`config.mk`:
```
export PLATFORM = sky130hd
export DESIGN_NAME = psc_sequencer
export DESIGN_NICKNAME = d
export VERILOG_FILES = /design/src/psc_pkg.sv /design/src/psc_sequencer.sv
export SDC_FILE = /design/constraint.sdc
export NUM_CORES = 1
export LEC_CHECK = 0
export BUFFER_PORTS_ARGS = -buffer_cell sky130_fd_sc_hd__buf_4
export CORE_ASPECT_RATIO = 0.75
export CORE_UTILIZATION = 45
export DETAILED_ROUTE_END_ITERATION = 10
export PLACE_DENSITY = 0.69
export SKIP_CTS_REPAIR_TIMING = 1
export SYNTH_ARGS = -nofsm -noshare
export SYNTH_HDL_FRONTEND = slang
export SYNTH_SLANG_ARGS = --single-unit
```
`constraint.sdc`:
```
create_clock -name clk_sys -period 2.98 [get_ports clk_sys]
set_clock_uncertainty 0.15 [all_clocks]
set_input_delay 0.447 -clock clk_sys [delete_from_list [all_inputs] [get_ports clk_sys]]
set_output_delay 0.447 -clock clk_sys [all_outputs]
set_load 0.02 [all_outputs]
```
`src/psc_pkg.sv`:
```
// Constants and types for the supply control and status sequencer.
// Assumes a 100 MHz system clock and millisecond interval counting.
package psc_pkg;
  localparam int unsigned CLK_MHZ = 100;
  localparam int unsigned MS_CYCLES = CLK_MHZ * 1000;
  localparam int unsigned HOLDUP_US = 300;
  localparam int unsigned HOLDUP_CYCLES = HOLDUP_US * CLK_MHZ;

  localparam logic [11:0] QUAL_MS = 12'd100;
  localparam logic [7:0] DWELL_MIN_MS = 8'd75;
  localparam logic [7:0] DWELL_MAX_MS = 8'd120;
  localparam logic [11:0] VSB_ON_MAX_MS = 12'd1500;
  localparam logic [11:0] VSB_MAIN_MIN_MS = 12'd50;
  localparam logic [11:0] RAMP_MIN_MS = 12'd5;
  localparam logic [11:0] RAMP_MAX_MS = 12'd400;
  localparam logic [11:0] PG_ON_MS = 12'd100;
  localparam logic [11:0] OFF_MIN_MS = 12'd1000;

  localparam logic signed [7:0] OT_WARN_C = 8'sd61;
  localparam logic signed [7:0] FAN_MAX_C = 8'sd58;
  localparam logic signed [7:0] OPER_MAX_C = 8'sd55;

  localparam logic [3:0] REG_CTRL = 4'h0;
  localparam logic [3:0] REG_STATUS = 4'h4;
  localparam logic [3:0] REG_TEMP = 4'h8;
  localparam int unsigned CTRL_FAN_FORCE = 0;
  localparam int unsigned CTRL_FLT_CLR = 1;

  localparam int unsigned FLT_SC = 0;
  localparam int unsigned FLT_OC = 1;
  localparam int unsigned FLT_GEN = 6;
  localparam logic [6:0] FLT_KEEP = 7'h03;

  typedef enum logic [2:0] {
    PSC_OFF, PSC_STBY_WAIT, PSC_STBY, PSC_RAMP,
    PSC_PG_DELAY, PSC_ON, PSC_HOLDUP, PSC_OFF_DWELL
  } psc_state_t;

  typedef struct packed {
    psc_state_t st;
    logic [11:0] ms;
    logic [16:0] tick_cnt;
    logic tick;
    logic [14:0] hold;
    logic [7:0] gcnt;
    logic lost;
    logic ig;
    logic [6:0] flt;
    logic oe_prev;
    logic pg;
    logic main_en;
    logic stby_en;
    logic alert_n;
    logic alert_oe;
    logic fan_max;
    logic ot_warn;
    logic fan_force;
    logic wait_n;
    logic [31:0] rdata;
  } psc_regs_t;
endpackage

```
`src/psc_sequencer.sv`:
```
// Supply control and status sequencer with an Avalon-MM register slave.
// Assumes all status inputs are synchronous to clk_sys.
//
// The Avalon-MM interface to the registers and the register offsets were chosen for this implementation.
`timescale 1ns/1ps

// Function
// - Main output on while enable input low
// - Enable activity clears latches except short/overcurrent
// - Power good only while outputs regulate; code drops it on main_in_reg loss only, not on standby_in_reg loss
// - Current limit holds power good delay
// - Power good drives high only, wired-OR
// - Alert low on any warning or shutdown
// - Inlet warning at 61C, clears in range
// - Fan at maximum before warning bit sets
// - Input good high on valid input, low overvoltage
// - Input qualified within 100 ms
// - Brownout drops input good, run-length requalification
// - Input good dwell low 75 to 120 ms
// - Input good tracks input and standby promptly
// - Stay off one second after power good drop
// - Main regulation between 5 and 400 ms
// - Power good low within 5 ms of disable
// - Power good 100 to 500 ms after regulation
// - Power good low at least 100 ms per cycle
// - Power good holds 0.3 ms after input loss
// - Alert within 2 ms of input loss
// - Main regulates 50 to 1000 ms after standby
// - Standby within 1500 ms, all within 3000
module psc_sequencer
  import psc_pkg::*;
#(
  parameter int unsigned TICK_CYCLES = MS_CYCLES,
  parameter int unsigned HOLDUP_CNT = HOLDUP_CYCLES
) (
  input wire logic clk_sys,
  input wire logic sys_rst,
  input wire logic [3:0] avs_address,
  input wire logic avs_read,
  input wire logic avs_write,
  input wire logic [31:0] avs_writedata,
  input wire logic [3:0] avs_byteenable,
  output logic [31:0] avs_readdata,
  output logic avs_waitrequest,
  input wire logic output_enable_n,
  input wire logic input_present,
  input wire logic vin_above_on,
  input wire logic vin_below_off,
  input wire logic vin_overvolt,
  input wire logic standby_in_reg,
  input wire logic main_in_reg,
  input wire logic current_limit,
  input wire logic short_circuit_fault,
  input wire logic overcurrent_fault,
  input wire logic overvolt_det,
  input wire logic undervolt_det,
  input wire logic comp_ot_shutdown,
  input wire logic fan_fail,
  input wire logic comp_ot_warn,
  input wire logic fan_slow,
  input wire logic signed [7:0] inlet_temp,
  output logic standby_enable,
  output logic main_enable,
  output logic power_good_o,
  output logic power_good_oe,
  output logic fault_alert_n_o,
  output logic fault_alert_n_oe,
  output logic input_good,
  output logic fan_max,
  output logic overtemp_warn_bit
);
  localparam logic [16:0] TICK_LAST = 17'(TICK_CYCLES - 1);
  localparam logic [14:0] HOLD_LAST = 15'(HOLDUP_CNT - 1);

  psc_regs_t s;
  psc_regs_t next_s;
  psc_state_t nst;
  logic req;
  logic take;
  logic clr;
  logic [6:0] det;
  logic vin_bad;
  logic warn;

  always_comb begin
    next_s = s;
    nst = s.st;
    det = '0;
    req = avs_read | avs_write;
    take = req & s.wait_n;

    // Millisecond timebase shared by every interval except the holdup count
    next_s.tick = 1'b0;
    if (s.tick_cnt == TICK_LAST) begin
      next_s.tick_cnt = '0;
      next_s.tick = 1'b1;
    end else begin
      next_s.tick_cnt = s.tick_cnt + 17'd1;
    end
    if (s.tick && s.ms != '1) begin
      next_s.ms = s.ms + 12'd1;
    end

    // Avalon slave: one wait cycle, then answer
    next_s.wait_n = req & ~s.wait_n;
    if (req && !s.wait_n) begin
      next_s.rdata = '0;
      unique case (avs_address)
        REG_CTRL: next_s.rdata[CTRL_FAN_FORCE] = s.fan_force;
        REG_STATUS: next_s.rdata = {12'h000, 4'(s.st), 1'b0, s.flt,
          1'b0, s.ot_warn, s.fan_max, s.alert_oe, s.stby_en,
          s.main_en, s.ig, s.pg};
        REG_TEMP: next_s.rdata = {23'h000000, s.ot_warn,
          inlet_temp};
        default: next_s.rdata = '0;
      endcase
    end
    clr = 1'b0;
    if (take && avs_write && avs_address == REG_CTRL && avs_byteenable[0]) begin
      next_s.fan_force = avs_writedata[CTRL_FAN_FORCE];
      clr = avs_writedata[CTRL_FLT_CLR];
    end

    // Fault latches; a new detection wins over a clear
    next_s.oe_prev = output_enable_n;
    if (output_enable_n != s.oe_prev) begin
      clr = 1'b1;
    end
    det = {1'b0, fan_fail, comp_ot_shutdown, undervolt_det,
      overvolt_det, overcurrent_fault, short_circuit_fault};

    // Power-up sequence
    unique case (s.st)
      PSC_OFF: begin
        if (input_present) begin
          nst = PSC_STBY_WAIT;
        end
      end
      PSC_STBY_WAIT: begin
        if (standby_in_reg) begin
          nst = PSC_STBY;
        end else if (s.ms >= VSB_ON_MAX_MS) begin
          det[FLT_GEN] = 1'b1;
        end
      end
      PSC_STBY: begin
        if (s.ms >= VSB_MAIN_MIN_MS && s.ig && !output_enable_n &&
            s.flt == '0 && standby_in_reg) begin
          nst = PSC_RAMP;
        end
      end
      PSC_RAMP: begin
        if (output_enable_n || s.flt != '0) begin
          nst = PSC_STBY;
        end else if (s.ms >= RAMP_MIN_MS && main_in_reg) begin
          nst = PSC_PG_DELAY;
        end else if (s.ms >= RAMP_MAX_MS) begin
          det[FLT_GEN] = 1'b1;
          nst = PSC_STBY;
        end
      end
      PSC_PG_DELAY: begin
        if (output_enable_n || s.flt != '0 || !main_in_reg) begin
          nst = PSC_STBY;
        end else if (s.ms >= PG_ON_MS) begin
          nst = PSC_ON;
        end
      end
      PSC_ON: begin
        if (!input_present) begin
          nst = PSC_HOLDUP;
        end else if (output_enable_n || !main_in_reg || s.flt != '0) begin
          nst = PSC_OFF_DWELL;
        end
      end
      PSC_HOLDUP: begin
        if (s.hold == HOLD_LAST || !main_in_reg) begin
          nst = PSC_OFF_DWELL;
        end
      end
      PSC_OFF_DWELL: begin
        if (s.ms >= OFF_MIN_MS) begin
          nst = input_present ? PSC_STBY_WAIT : PSC_OFF;
        end
      end
    endcase
    if (!input_present && s.st != PSC_ON && s.st != PSC_HOLDUP &&
        s.st != PSC_OFF_DWELL) begin
      nst = PSC_OFF;
    end
    next_s.st = nst;
    if (nst != s.st) begin
      next_s.ms = '0;
    end
    if (s.st == PSC_PG_DELAY && current_limit) begin
      next_s.ms = '0;
    end
    next_s.hold = (s.st == PSC_HOLDUP) ? s.hold + 15'd1 : '0;

    if (clr) begin
      next_s.flt = s.flt & FLT_KEEP;
    end
    next_s.flt = next_s.flt | det;

    next_s.stby_en = input_present;
    next_s.main_en = (nst == PSC_RAMP) || (nst == PSC_PG_DELAY) ||
      (nst == PSC_ON) || (nst == PSC_HOLDUP);
    next_s.pg = (nst == PSC_ON) || (nst == PSC_HOLDUP);

    // Input qualification; simple run-length stands in for the RMS average
    vin_bad = !input_present || vin_below_off || vin_overvolt;
    if (vin_bad) begin
      next_s.ig = 1'b0;
      next_s.gcnt = '0;
      next_s.lost = s.lost | s.ig;
    end else if (!vin_above_on || !standby_in_reg) begin
      next_s.gcnt = '0;
      next_s.ig = s.ig & standby_in_reg;
    end else begin
      if (s.tick && s.gcnt != '1) begin
        next_s.gcnt = s.gcnt + 8'd1;
      end
      if (!s.lost || s.gcnt >= DWELL_MIN_MS) begin
        next_s.ig = 1'b1;
        next_s.lost = 1'b0;
      end
    end

    // Fan goes to maximum one cycle before the warning can set
    next_s.fan_max = s.fan_force || inlet_temp >= FAN_MAX_C ||
      (s.ot_warn && inlet_temp > OPER_MAX_C);
    if (inlet_temp >= OT_WARN_C && s.fan_max) begin
      next_s.ot_warn = 1'b1;
    end else if (inlet_temp <= OPER_MAX_C) begin
      next_s.ot_warn = 1'b0;
    end

    warn = s.ot_warn || comp_ot_warn || fan_slow || current_limit;
    next_s.alert_oe = warn || next_s.flt != '0 || !input_present;
    next_s.alert_n = ~next_s.alert_oe;
  end

  always_ff @(posedge clk_sys) begin
    if (sys_rst) begin
      s <= '0;
      s.wait_n <= 1'b0;
      s.oe_prev <= 1'b1;
      s.alert_n <= 1'b1;
    end else begin
      s <= next_s;
    end
  end

  // Wired-OR: power good is only ever driven high, alert only ever driven low
  always_comb begin
    avs_readdata = s.rdata;
    avs_waitrequest = ~s.wait_n;
    standby_enable = s.stby_en;
    main_enable = s.main_en;
    power_good_o = s.pg;
    power_good_oe = s.pg;
    fault_alert_n_o = s.alert_n;
    fault_alert_n_oe = s.alert_oe;
    input_good = s.ig;
    fan_max = s.fan_max;
    overtemp_warn_bit = s.ot_warn;
  end

  property p_pg_off_on_disable;
    @(posedge clk_sys) disable iff (sys_rst)
      (s.st == PSC_ON && output_enable_n && input_present) |=> !power_good_o;
  endproperty
  a_pg_off_on_disable: assert property (p_pg_off_on_disable)
    else $error("power good not dropped after disable");

  property p_delay_held;
    @(posedge clk_sys) disable iff (sys_rst)
      (s.st == PSC_PG_DELAY && current_limit) |=> s.ms == '0;
  endproperty
  a_delay_held: assert property (p_delay_held)
    else $error("power good delay ran in current limit");

  property p_alert_on_loss;
    @(posedge clk_sys) disable iff (sys_rst)
      !input_present |-> ##[1:2] !fault_alert_n_o && fault_alert_n_oe;
  endproperty
  a_alert_on_loss: assert property (p_alert_on_loss)
    else $error("alert missing after input loss");

  property p_holdup;
    @(posedge clk_sys) disable iff (sys_rst)
      (s.st == PSC_ON && !input_present && main_in_reg) |=> power_good_o[*2];
  endproperty
  a_holdup: assert property (p_holdup)
    else $error("power good dropped without holdup");

  property p_main_needs_enable;
    @(posedge clk_sys) disable iff (sys_rst)
      $rose(main_enable) |-> $past(!output_enable_n) && $past(s.ms) >= VSB_MAIN_MIN_MS;
  endproperty
  a_main_needs_enable: assert property (p_main_needs_enable)
    else $error("main enabled without enable input");

  property p_scp_kept;
    @(posedge clk_sys) disable iff (sys_rst)
      s.flt[FLT_SC] |=> s.flt[FLT_SC];
  endproperty
  a_scp_kept: assert property (p_scp_kept)
    else $error("short circuit latch cleared");

  property p_dwell;
    @(posedge clk_sys) disable iff (sys_rst)
      ($rose(input_good) && $past(s.lost)) |-> $past(s.gcnt) >= DWELL_MIN_MS;
  endproperty
  a_dwell: assert property (p_dwell)
    else $error("input good dwell too short");

  property p_pg_on_delay;
    @(posedge clk_sys) disable iff (sys_rst)
      $rose(power_good_o) |-> $past(s.st) == PSC_PG_DELAY && $past(s.ms) >= PG_ON_MS;
  endproperty
  a_pg_on_delay: assert property (p_pg_on_delay)
    else $error("power good asserted early");

  property p_fan_first;
    @(posedge clk_sys) disable iff (sys_rst)
      $rose(overtemp_warn_bit) |-> $past(fan_max);
  endproperty
  a_fan_first: assert property (p_fan_first)
    else $error("warning set before fan at maximum");

  property p_alert_on_fault;
    @(posedge clk_sys) disable iff (sys_rst)
      (s.flt != '0) |-> !fault_alert_n_o;
  endproperty
  a_alert_on_fault: assert property (p_alert_on_fault)
    else $error("alert high with latched fault");

  property p_off_min;
    @(posedge clk_sys) disable iff (sys_rst)
      $fell(power_good_o) |-> !main_enable [*8];
  endproperty
  a_off_min: assert property (p_off_min)
    else $error("main restarted too soon");
endmodule // psc_sequencer

```
Word level (Yosys, flattened, before mapping)
Index checks and enable logic that the tools add are counted.
{"block": "totals", "word_cells": 158, "register_bits": 107, "input_bits": 68, "out_inout_bits": 42}
{"block": "classes", "mux": 33, "magnitude_cmp": 11, "bitwise_logic": 9, "addsub": 4, "reduce_logical": 58, "eq_ne": 23}
{"operator": "$mux 3", "n": 13}
{"operator": "$pmux 18 s2", "n": 1}
{"operator": "$ge 8x7->1 const B", "n": 3}
{"operator": "$pmux 3 s8", "n": 1}
{"operator": "$eq 3x3->1 const B", "n": 7}
{"operator": "$logic_or 1x1->1", "n": 20}
{"operator": "$add 17x1->17 const B", "n": 1}
{"operator": "$eq 17x17->1 const B", "n": 1}
{"operator": "$logic_and 1x1->1", "n": 17}
{"operator": "$add 15x1->15 const B", "n": 1}
{"operator": "$eq 15x15->1 const B", "n": 1}
{"operator": "$reduce_bool 7->1", "n": 2}
{"operator": "$mux 1", "n": 13}
{"operator": "$add 12x1->12 const B", "n": 1}
{"operator": "$ge 12x10->1 const B", "n": 1}
{"operator": "$ge 12x11->1 const B", "n": 1}
{"operator": "$ge 12x3->1 const B", "n": 1}
{"operator": "$ge 12x6->1 const B", "n": 1}
{"operator": "$ge 12x7->1 const B", "n": 1}
{"operator": "$ge 12x9->1 const B", "n": 1}
{"operator": "$ne 12x12->1 const B", "n": 1}
{"operator": "$eq 3x2->1 const B", "n": 3}
{"operator": "$ne 3x3->1 const B", "n": 3}
{"operator": "$add 8x1->8 const B", "n": 1}
{"operator": "other kinds (25)", "n": 42}

Depth between registers and ports, before layout
{"block": "depth", "ltp_word": 13, "ltp_mapped": 9, "mapped_depth_nobuf": 8}

Worst setup path before layout
Ideal clock, no wire load.
{"block": "synth_timing", "kind": "input to register", "from": "input output_enable_n", "to": "register s[100] (netlist name)", "path_buffers": 1, "slack_ps": 634, "arrival_ps": 2056, "setup_ps": 139, "required_ps": 2691, "path_stages": 7, "cell_sequence": "nor4_1 nand3_1 o32ai_1 a31oi_4 a211oi_2 buf_4 nor4_2"}
{"block": "synth_via", "elab_chain_cells": 9, "word_cells_on_any_way": 17, "cone_classes": "eq/ne (1); mux (7); reduce/logical (9)"}
{"item": "start, declared", "line_no": "psc_sequencer.sv:45", "text": "input wire logic output_enable_n,"}
{"item": "$logic_not 1->1", "line_no": "psc_sequencer.sv:147", "text": "if (s.ms >= VSB_MAIN_MIN_MS && s.ig && !output_enable_n &&"}
{"item": "$logic_and 1x1->1 (2 in a row)", "line_no": "psc_sequencer.sv:147"}
{"item": "$logic_and 1x1->1", "line_no": "psc_sequencer.sv:148", "text": "s.flt == '0 && standby_in_reg) begin"}
{"item": "$mux 3", "line_no": "psc_sequencer.sv:147"}
{"item": "$pmux 3 s8 *", "line_no": "psc_sequencer.sv:133", "text": "unique case (s.st)"}
{"item": "$mux 3 *", "line_no": "psc_sequencer.sv:187", "text": "if (!input_present && s.st != PSC_ON && s.st != PSC_HOLDUP &&"}
{"item": "$ne 3x3->1 *", "line_no": "psc_sequencer.sv:192", "text": "if (nst != s.st) begin"}
{"item": "$reduce_or 3->1 (no line) *"}
{"item": "end signal, assigned", "line_no": "psc_sequencer.sv:250", "text": "s <= next_s;"}
{"item": "end, declared", "line_no": "psc_sequencer.sv:75", "text": "psc_regs_t s;"}
Every way passes the cells marked *; elsewhere a longest branch is shown, timed or not.
A chain may end at the register's enable or synchronous reset.

Worst setup path in the final report
{"block": "layout_timing", "from": "register s[46] (netlist name)", "to": "register s[92] (netlist name)"}
{"block": "layout_via", "elab_chain_cells": 8, "word_cells_on_any_way": 16, "cone_classes": "eq/ne (1); mux (7); reduce/logical (8)"}
{"item": "$reduce_bool 7->1 or $logic_not 7->1 (tied branches)"}
{"item": "$logic_or 1x1->1 (tied with other cells)", "line_no": "psc_sequencer.sv:172", "text": "end else if (output_enable_n || !main_in_reg || s.flt != '0) begin"}
{"item": "$mux 3 (tied with other cells)", "line_no": "psc_sequencer.sv:172"}
{"item": "$mux 3 (on tied branches)", "line_no": "psc_sequencer.sv:170, psc_sequencer.sv:147, psc_sequencer.sv:163"}
{"item": "$pmux 3 s8 *", "line_no": "psc_sequencer.sv:133"}
{"item": "$mux 3 *", "line_no": "psc_sequencer.sv:187"}
{"item": "$ne 3x3->1 *", "line_no": "psc_sequencer.sv:192"}
{"item": "$reduce_or 3->1 (no line) *"}
Marked as above.

==> results.toml <==
[outcome]
status = "completed"

[routing]
vias = 3912
wl_per_cell_um = 13.6
via_per_inst = 5.32
drc = 0
ant_nets = 0
drtIter0Drc = 344
drt-total-wl_um = 10000
first_pass_iters = 6

[clock_tree]
cts_buffer_depth = 2
cts-root-buf = "clkbuf_16"
htreeDepth = 3
cts_sinks = 93
cts_buffers = 9
clock_latency_ns = 0.34
path_clk_slew_ns = 0.07
cts_tree = "built"

[synth]
netlist-cell-type-count = 62
netlist_area_um2 = 4750
syn_inst = 565
synth_area_per_cell_um2 = 8.41
synthArstFlopShare = 0
ys_ff_latch = 93
ys.flop_type = "dfxtp_1"
yosysWarnings = 0
synth_edf_count = 0
ys_seq_area_frac = 0.392

[power]
p_per_area_nw_per_um2 = 495
finalPower_mw = 2.69
ir_drop_mv = 0.304
leakage_nw = 2.00

[worst_setup_path]
cp.arrival_ns = 2.52
rr_worst_depth = 7
worstReg2RegEnd = "s[92]$_SDFFE_PP0P_"
critPathLaunchType = "register"
cp.required_ns = 3.05
path_max_fanout = 12
r2r-start = "s[46]$_SDFF_PP0_"
crit_start = "s[46]$_SDFF_PP0_"
worst-setup-path-type = "register to register"
crit_end = "s[92]$_SDFFE_PP0P_"
end_kind = "register"
r2r_setup_slack_ns = 0.53

[floorplan]
die_area_um2 = 11000
start_util = 0.462
ios = 110
die_y_um = 91.0
rows = 32
die_width_um = 121
fp.coreArea_um2 = 10300

[timing]
relSlewSlack = 0.518
finalCritPeriodShare = 0.821
tns_ns = 0
max_freq_mhz = 408
period_needed_ns = 2.45
max_slew.worst_pin.slew_ns = 0.716
hold_viol_final = 0
setup-violations-final = 0
finalMaxSlewViolations = 0
rsz0062_at_grt = "false"

[global_routing]
antenna_found_initial = 0
grt_max_degree = 43
grt_pass1_wl_um = 17000
grt_pass1_vias = 3718
overflow = 0
grt.total_usage = 0.192

[placed_design]
gp_congestion = 0.844
place_hpwl_um = 7220
port_buffers = 62

[finish]
syn2layout_area_growth_pct = 14.4
final_layout_size_suffix_gt1_frac = 0.180
antennaDiodeCount = 0
final_nets = 670
post-route-util = 0.528

[job]
cap_viol_max_count = 0

[worst_hold_path]
min_path_type = "input port to register"
-- how the worst min path moves through the flow --
stage	from	endpoint	slack, ns	cells after the start
4_1_cts	undervolt_det	s[45]$_SDFF_PP0_	0.16	3
5_1_grt	undervolt_det	s[45]$_SDFF_PP0_	0.18	3
3_5_place_dp	s[59]$_SDFF_PP0_	s[59]$_SDFF_PP0_	0.28	1
6_report	undervolt_det	s[45]$_SDFF_PP0_	0.18	3
3_3_place_gp	s[59]$_SDFF_PP0_	s[59]$_SDFF_PP0_	0.27	1
2_1_floorplan	s[59]$_SDFF_PP0_	s[59]$_SDFF_PP0_	0.26	1
-- cell usage after synthesis, types with 4 or more instances --
master | n | area share
nand3_1 | 26 | 0.027
dfxtp_1 | 93 | 0.39
nor2b_1 | 9 | 0.012
nor2_1 | 94 | 0.074
inv_1 | 14 | 0.011
a21oi_1 | 31 | 0.033
o21ai_0 | 11 | 0.012
nor4_2 | 11 | 0.029
nor3_1 | 16 | 0.017
ha_1 | 7 | 0.018
and3_1 | 7 | 0.0092
clkbuf_1 | 20 | 0.016
buf_4 | 35 | 0.055
mux2i_1 | 4 | 0.0084
xor2_1 | 20 | 0.037
nand2b_1 | 4 | 0.0053
or2_2 | 5 | 0.0066
a22oi_1 | 16 | 0.025
or3_1 | 7 | 0.0092
nor4_1 | 9 | 0.012
nand2_1 | 31 | 0.024
nand4_1 | 10 | 0.013
xnor2_1 | 24 | 0.044
-- through the flow --
step	instance area, µm²	cells	hold WS [ns]	setup WS [ns]
final	5440	736	0.177	0.532
after global routing	5440	736	0.178	0.329
after CTS	5440	736	0.161	0.504
after detailed placement	5110	720	0.284	0.364
after global placement	5110	720	0.272	0.377
after floorplan	4800	578	0.263	0.634
-- power breakdown --
part | internal, mW | switching, mW
combinational | 0.0745 | 0.114
clock | 0.756 | 0.473
sequential | 1.26 | 0.0160
-- layer usage --
layer  routed length (µm)  up-vias  GRT usage
li1                     -     1988          -
met1                 4880     1809      0.258
met2                 4530      109      0.307
met3                  514        6     0.0465
met4                   83        0     0.0494
met5                    0        -          0
-- area by class of cell --
class | count | area, µm²
clock buffers | 10 | 239
clock inverters | 6 | 86.3
fillers | 947 | 4850
inverters | 14 | 52.6
multi-input cells | 409 | 2500
flip-flops and latches | 93 | 1860
well taps | 136 | 170
repair buffers | 68 | 523
-- state kept, by name, indices dropped and copies added (netlist names) --
name / count
standby_enable: 1
fault_alert_n_o: 1
avs_readdata: 18
fan_max: 1
fault_alert_n_oe: 1
overtemp_warn_bit: 1
power_good_o: 1
main_enable: 1
s: 67
input_good: 1
-- cells by family (layout without fill, tap and decap cells) --
family / after synthesis / in the layout / synth area share
other: 1 / 14 / 0.000790
adders and majority gates: 8 / 8 / 0.0205
and+or+nand+nor: 250 / 250 / 0.276
buffers and inverters: 76 / 98 / 0.0914
xor gates and xnor gates: 44 / 44 / 0.0811
AOI/OAI and AO/OA: 89 / 89 / 0.130
DFF: 93 / 93 / 0.392
muxes: 4 / 4 / 0.00843
-- placed cells by master (no fill, tap or decap), types with 4 or more instances in the layout --
cell       synthesis  layout
mux2i_1            4       4
ha_1               7       7
nor4_1             9       9
clkbuf_16          0       9
nand3_1           26      26
buf_4             35      67
or2_2              5       5
or3_1              7       7
nor2_1            94      94
xnor2_1           24      24
nor4_2            11      11
o21ai_0           11      10
inv_1             14      14
nand4_1           10      10
and3_1             7       7
a21oi_1           31      31
nor2b_1            9       9
nor3_1            16      16
nand2b_1           4       4
xor2_1            20      20
dfxtp_1           93      93
conb_1             1      14
a22oi_1           16      16
nand2_1           31      31
-- worst max-delay path, stage by stage, from the launching register on --
cell      delay [ns]
dfxtp_1         0.33
nor4_2          0.46
nand3_1         0.25
o32ai_1         0.49
a31oi_4         0.08
a211oi_2        0.32
buf_12          0.19
nor4_1          0.06
No activity file was read; power rests on OpenSTA's default activity.
